## src/logic/aomr_pkg.sv

```systemverilog
// Constants, field layouts and carrier types of the output mode register bank.
//
// Operation
// - Bits 7-5 select output driver current.
// - Bit 3 disables the digital outputs; the code only holds outValid low, outData still updates.
// - Bit 2 turns the test pattern on.
// - Bits 1-0 select one, two or four lanes.
// - Address 03h holds pattern bits 15-8.
// - Address 04h holds pattern bits 7-0.
// - Output mode register: address 02h, eight bits.
// - Word: read flag, seven address, eight data.
// - Sample first 16 clock rises, ignore later.
// - Read keeps register, returns it open-drain.
// - Software reset clears all registers to 00h.
`default_nettype none
package aomr_pkg;
  localparam int WordBits = 16;
  localparam int DataBits = 8;
  localparam logic [4:0] WordLast = 5'h0f;
  localparam logic [4:0] AddrLast = 5'h07;
  localparam logic [4:0] WordDone = 5'h10;
  localparam logic [6:0] AddrReset = 7'h00;
  localparam logic [6:0] AddrOutCfg = 7'h02;
  localparam logic [6:0] AddrPatHi = 7'h03;
  localparam logic [6:0] AddrPatLo = 7'h04;
  localparam int SoftResetBit = 7;
  localparam logic [7:0] RegReset = 8'h00;
  localparam logic [1:0] LaneTwo = 2'h0;
  localparam logic [1:0] LaneFour = 2'h1;
  localparam logic [1:0] LaneOne = 2'h2;
  // Driver current per select code in microamps; code 3 is unassigned and reads as zero.
  localparam logic [13:0] CurrentUa [8] = '{14'h0dac, 14'h0fa0, 14'h1194, 14'h0000,
                                            14'h0bb8, 14'h09c4, 14'h0834, 14'h06d6};

  typedef struct packed {
    logic [2:0] driveCurrentSelect;
    logic internalTermEnable;
    logic digitalOutputDisable;
    logic patternOutputEnable;
    logic [1:0] laneCountSelect;
  } aomr_cfg_s;

  typedef struct packed {
    logic csN;
    logic sck;
    logic sdi;
  } aomr_spi_s;

  typedef enum logic [1:0] {SPI_IDLE, SPI_SHIFT, SPI_HOLD} aomr_spi_e;
endpackage
`default_nettype wire

```

## src/logic/aomr_output_regs.sv

```systemverilog
// Serial configuration slave with output mode and test pattern registers.
`default_nettype none
module aomr_output_regs #(
  parameter int PatternBits = 16
) (
  input wire logic clk, // System clock.
  input wire logic rst, // Synchronous reset, active high.
  input wire aomr_pkg::aomr_spi_s spiIn, // Raw serial port pins.
  output logic sdoOut, // Open-drain data, always low.
  output logic sdoOeN, // Low while pulling the data pin low.
  input wire logic [PatternBits-1:0] convData, // Conversion result.
  input wire logic convValid, // Conversion result strobe.
  output aomr_pkg::aomr_cfg_s cfg, // Output mode fields.
  output logic [13:0] driveCurrentUa, // Effective driver current in microamps.
  output logic [PatternBits-1:0] outData, // Data towards the serializer.
  output logic outValid // Data strobe, low while outputs are disabled.
);
  import aomr_pkg::*;

  // Elaboration stops here when the pattern is not exactly two register bytes.
  if (PatternBits != 2 * DataBits) begin : g_width_check
    $error("PatternBits must equal two register bytes");
  end

  aomr_spi_s pinSync1_q, pinSync2_q, pinPrev_q;
  aomr_spi_e state_q, state_d;
  logic [4:0] bitCnt_q, bitCnt_d;
  logic [14:0] shift_q, shift_d;
  logic [7:0] rdShift_q, rdShift_d;
  logic sdoOeN_q, sdoOeN_d;
  aomr_cfg_s cfg_q, cfg_d;
  logic [7:0] patHi_q, patHi_d, patLo_q, patLo_d;
  logic [13:0] curUa_q, curUa_d;
  logic [PatternBits-1:0] outData_q, outData_d;
  logic outValid_q, outValid_d;
  logic sckRise, csFall, csHigh;
  logic wrStb, rdStb;
  logic [15:0] word;
  logic [6:0] wrAddr, rdAddr;
  logic [7:0] wrData, rdVal;

  // Pins pass two flops; only the second stage is compared for edges.
  always_ff @(posedge clk) begin
    if (rst) begin
      pinSync1_q <= '{csN: 1'b1, sck: 1'b0, sdi: 1'b0};
      pinSync2_q <= '{csN: 1'b1, sck: 1'b0, sdi: 1'b0};
      pinPrev_q <= '{csN: 1'b1, sck: 1'b0, sdi: 1'b0};
    end else begin
      pinSync1_q <= spiIn;
      pinSync2_q <= pinSync1_q;
      pinPrev_q <= pinSync2_q;
    end
  end

  assign sckRise = pinSync2_q.sck && !pinPrev_q.sck && !pinSync2_q.csN;
  assign csFall = !pinSync2_q.csN && pinPrev_q.csN;
  assign csHigh = pinSync2_q.csN;
  assign word = {shift_q, pinSync2_q.sdi};
  assign wrAddr = word[14:8];
  assign wrData = word[7:0];
  assign rdAddr = word[6:0];
  assign wrStb = (state_q == SPI_SHIFT) && sckRise && (bitCnt_q == WordLast) && !word[15];
  assign rdStb = (state_q == SPI_SHIFT) && sckRise && (bitCnt_q == AddrLast) && word[7];

  always_comb begin
    if (rdAddr == AddrOutCfg) begin
      rdVal = cfg_q;
    end else if (rdAddr == AddrPatHi) begin
      rdVal = patHi_q;
    end else if (rdAddr == AddrPatLo) begin
      rdVal = patLo_q;
    end else begin
      rdVal = RegReset;
    end
  end

  // Frame sequencing and read-back shifter.
  always_comb begin
    state_d = state_q;
    bitCnt_d = bitCnt_q;
    shift_d = shift_q;
    rdShift_d = rdShift_q;
    sdoOeN_d = sdoOeN_q;
    if (csHigh) begin
      state_d = SPI_IDLE;
      sdoOeN_d = 1'b1;
    end else if (csFall) begin
      state_d = SPI_SHIFT;
      bitCnt_d = 5'h00;
      // A read cut short must not leak its remaining bits into the next frame.
      rdShift_d = 8'hff;
      sdoOeN_d = 1'b1;
    end else if (state_q == SPI_SHIFT && sckRise) begin
      shift_d = word[14:0];
      bitCnt_d = bitCnt_q + 5'h01;
      if (bitCnt_q == WordLast) begin
        state_d = SPI_HOLD;
        sdoOeN_d = 1'b1;
      end else if (rdStb) begin
        rdShift_d = {rdVal[6:0], 1'b1};
        sdoOeN_d = rdVal[7];
      end else if (bitCnt_q > AddrLast) begin
        rdShift_d = {rdShift_q[6:0], 1'b1};
        sdoOeN_d = rdShift_q[7];
      end
    end
  end

  always_ff @(posedge clk) begin
    if (rst) begin
      state_q <= SPI_IDLE;
      bitCnt_q <= 5'h00;
      shift_q <= 15'h0000;
      rdShift_q <= 8'hff;
      sdoOeN_q <= 1'b1;
    end else begin
      state_q <= state_d;
      bitCnt_q <= bitCnt_d;
      shift_q <= shift_d;
      rdShift_q <= rdShift_d;
      sdoOeN_q <= sdoOeN_d;
    end
  end

  // Register bank, read commands never reach it.
  always_comb begin
    cfg_d = cfg_q;
    patHi_d = patHi_q;
    patLo_d = patLo_q;
    if (wrStb) begin
      if (wrAddr == AddrReset) begin
        if (wrData[SoftResetBit]) begin
          cfg_d = RegReset;
          patHi_d = RegReset;
          patLo_d = RegReset;
        end
      end else if (wrAddr == AddrOutCfg) begin
        cfg_d = wrData;
      end else if (wrAddr == AddrPatHi) begin
        patHi_d = wrData;
      end else if (wrAddr == AddrPatLo) begin
        patLo_d = wrData;
      end
    end
  end

  // Output path: current code, pattern substitution and output disable.
  always_comb begin
    curUa_d = CurrentUa[cfg_d.driveCurrentSelect];
    if (cfg_d.internalTermEnable) begin
      curUa_d = {CurrentUa[cfg_d.driveCurrentSelect][12:0], 1'b0};
    end
    outData_d = outData_q;
    if (convValid) begin
      outData_d = cfg_q.patternOutputEnable ? {patHi_q, patLo_q} : convData;
    end
    outValid_d = convValid && !cfg_q.digitalOutputDisable;
  end

  always_ff @(posedge clk) begin
    if (rst) begin
      cfg_q <= RegReset;
      patHi_q <= RegReset;
      patLo_q <= RegReset;
      curUa_q <= CurrentUa[0];
      outData_q <= '0;
      outValid_q <= 1'b0;
    end else begin
      cfg_q <= cfg_d;
      patHi_q <= patHi_d;
      patLo_q <= patLo_d;
      curUa_q <= curUa_d;
      outData_q <= outData_d;
      outValid_q <= outValid_d;
    end
  end

  assign sdoOut = 1'b0;
  assign sdoOeN = sdoOeN_q;
  assign cfg = cfg_q;
  assign driveCurrentUa = curUa_q;
  assign outData = outData_q;
  assign outValid = outValid_q;
endmodule
`default_nettype wire

```

## config.mk

```make
export PLATFORM = sky130hd
export DESIGN_NAME = aomr_output_regs
export DESIGN_NICKNAME = d
export VERILOG_FILES = /design/src/logic/aomr_pkg.sv /design/src/logic/aomr_output_regs.sv
export SDC_FILE = /design/constraint.sdc
export NUM_CORES = 1
export LEC_CHECK = 0
export BUFFER_PORTS_ARGS = -buffer_cell sky130_fd_sc_hd__buf_4
export CAP_MARGIN = 15
export CORE_MARGIN = 2
export CORE_UTILIZATION = 25
export DETAILED_ROUTE_END_ITERATION = 10
export GPL_ROUTABILITY_DRIVEN = 1
export SLEW_MARGIN = 0
export SYNTH_ARGS = -nofsm -noshare
export SYNTH_HDL_FRONTEND = slang
export SYNTH_SLANG_ARGS = --single-unit
export TNS_END_PERCENT = 10
```

## constraint.sdc

```tcl
create_clock -name clk -period 3.1 [get_ports clk]
set_input_delay 0.775 -clock clk [delete_from_list [all_inputs] [get_ports clk]]
set_output_delay 0.775 -clock clk [all_outputs]
set_load 0.01 [all_outputs]
```

==> results.py <==
metrics = {
    "logic_synthesis": {
        "netlist_area_mm2": 0.00413,
        "synth_edf_count": 0,
        "ys_seq_elements": 92,
        "async_flop_share": 0,
        "avgSynthCellArea_um2": 9.16,
        "synth_top_area_frac": 0.446,
        "synth_common_cells": "dfxtp_1 (92), nor2_1 (70), mux2i_1 (54), nand2_1 (37), a211oi_1 (22)",
        "synth_area_leaders": "dfxtp_1 (45%), mux2i_1 (13%), nor2_1 (6.4%)",
        "synth_most_common_cell": "dfxtp_1",
        "ys.flop_type": "dfxtp_1",
        "synth_cell_types": 59,
        "ys_warn_count": 0,
        "netlist.top_cell.by_area": "dfxtp_1",
        "syn_inst": 451,
        "seq_area_frac_synth": 0.446,
    },
    "pwr": {
        "powerDensity_mw_per_mm2": 504,
        "vdd_ir_drop_max_mv": 0.251,
        "p_leak_nw": 2.09,
        "totalPowerFinal_mw": 2.60,
    },
    "route": {
        "post-route-drc-count": 0,
        "drtIter0Drc": 211,
        "wire_per_inst_um": 13.5,
        "firstDrtPassIters": 4,
        "viasPerCell": 4.58,
        "routed_wl_mm": 9.79,
        "ant_nets": 0,
        "num_vias": 3332,
    },
    "floorplanning": {
        "die_w_um": 133,
        "coreArea_mm2": 0.0163,
        "row_count": 47,
        "dieHeight_um": 133,
        "ioPinCount": 63,
        "die_area_mm2": 0.0176,
        "start_util": 0.253,
    },
    "cts": {
        "cts_buffers": 9,
        "htree_levels": 3,
        "cts_buffer_depth": 2,
        "clockRootBuffer": "clkbuf_16",
        "cts.clk_slew.worst_paths_ns": 0.07,
        "worstSkewPairLatency_ns": 0.35,
        "cts_sinks": 92,
        "cts_tree": "done",
    },
    "placement": {
        "hpwl_mm": 7.07,
        "io_buffers": 60,
        "preCtsSetupSlack_ns": 0.167,
        "gp_congestion": 0.847,
    },
    "sta": {
        "finalSetupViolCount": 0,
        "rsz0062_at_grt": "false",
        "setup_slack_ns": 0.192,
        "tightest_slew_ns": 0.652,
        "fmax_mhz": 344,
        "hold_violations": 0,
        "min_period_ns": 2.91,
        "finClkSkew_ns": 0.0100,
        "finalSetupTns_ns": 0,
        "final_max_slew_viol_count": 0,
        "period_share": 0.938,
        "relSlewSlack": 0.565,
    },
    "final_layout": {
        "diodes": 0,
        "fin_nets": 533,
        "drive_above_1_share": 0.221,
        "fill_cells": 1746,
        "area_growth_pct": 24.6,
    },
    "flow_run": {
        "drv_cap": 0,
    },
    "critical_path": {
        "cp.arrival_ns": 3.17,
        "r2r_slack_ns": 0.19,
        "path_max_fanout": 9,
        "crit_type": "reg -> reg",
        "r2r_cells": 11,
        "critPathLaunchType": "flop",
        "end_kind": "flop",
        "cp.required_ns": 3.36,
    },
    "global_routing": {
        "antenna_found_initial": 0,
        "grt_pass1_vias": 3167,
        "grt_first_pass_wirelength_mm": 16.1,
        "grt_overflow": 0,
        "grt_max_degree": 41,
        "grt_usage": 0.112,
    },
    "hold_path": {
        "worst_hold_path_type": "reg -> reg",
        "hold_path_depth": 1,
    },
    "status": {
        "outcome": "complete, no violations",
    },
}
-- final cells by class --
class | count | area (µm²) | area share
clock buffers | 9 | 225 | 0.0437
repair buffers | 69 | 518 | 0.101
multi-input cells | 323 | 2130 | 0.414
flip-flops and latches | 92 | 1840 | 0.358
well taps | 220 | 275 | 0.0535
clock inverters | 7 | 124 | 0.0241
inverters | 7 | 30.0 | 0.00583
-- per-layer routing --
metal / vias to the layer above / part of all wire / GRT usage
met5: - / 0 / 0
met4: 0 / 0.0069 / 0.0257
met3: 11 / 0.052 / 0.0410
met2: 81 / 0.43 / 0.162
met1: 1554 / 0.51 / 0.160
li1: 1686 / - / -
-- per-stage QoR --
| step | hold slack [ns] | utilization | std cells | area [µm²] |
|---|---|---|---|---|
| after floorplan | 0.389 | - | 452 | 4140 |
| after global placement | 0.395 | 0.291 | 708 | 4760 |
| after detailed placement | 0.419 | 0.291 | 708 | 4760 |
| after CTS | 0.436 | 0.313 | 724 | 5110 |
| after global routing | 0.449 | 0.315 | 727 | 5150 |
| final | 0.429 | 0.315 | 727 | 5150 |
-- sequential cells by signal, summed over array words and instances (netlist names) --
register / cells
patHi_q: 8
csHigh: 1
outData: 16
shift_q: 15
pinPrev_q: 2
bitCnt_q: 5
patLo_q: 8
state_q: 2
pinSync2_q: 2
sdoOeN: 1
pinSync1_q: 3
cfg: 8
rdShift_q: 7
driveCurrentUa: 13
outValid: 1
-- repair_timing --
action	4_1_cts	5_1_grt
gates resized for setup	0	5
hold endpoints to repair	0	0
endpoints found under the setup margin	0	7
hold buffers	0	0
setup buffers	0	3
-- logic make-up after synthesis --
family,synth area share
AO/OA/AOI/OAI,0.140
adder cells (fa/ha/maj),0.0272
multiplexers,0.131
flip-flops,0.446
AND/OR/NAND/NOR,0.208
other,0.000907
buffers and inverters,0.0412
XOR/XNOR,0.00636
-- final timing paths --
kind / from / to
worst min register to register: pinSync1_q[2] / csHigh
worst min-delay path: pinSync1_q[2] / csHigh
worst max-delay path: bitCnt_q[1] / driveCurrentUa[9]
worst max register to register: bitCnt_q[1] / driveCurrentUa[9]
-- worst max-delay path, cell delays in order, from the launching register on --
cell,delay (ns)
dfxtp_1,0.38
ha_2,0.23
and3_1,0.17
ha_1,0.21
nor4b_1,0.24
and4_4,0.30
o21ai_2,0.10
a21o_2,0.32
ha_1,0.31
nor3_2,0.24
a211oi_1,0.07
a211oi_1,0.25
-- layout by cell type, fill, tap and decap left out, drive strengths merged, types with 3 or more instances in the layout --
cell,count
a211oi,22
a21oi,15
a32oi,3
and2,11
and3,7
buf,69
bufinv,3
clkbuf,9
dfxtp,92
ha,9
inv,7
mux2i,54
nand2,37
nand2b,5
nand3,9
nor2,73
nor2b,6
nor3,6
o211ai,11
o21ai,18
or2,4
-- where the power goes --
group          switching (mW)  internal, mW
combinational          0.0570        0.0541
sequential             0.0118          1.20
clock                   0.479         0.793
Note: power is estimated with default switching activity, not from simulation.
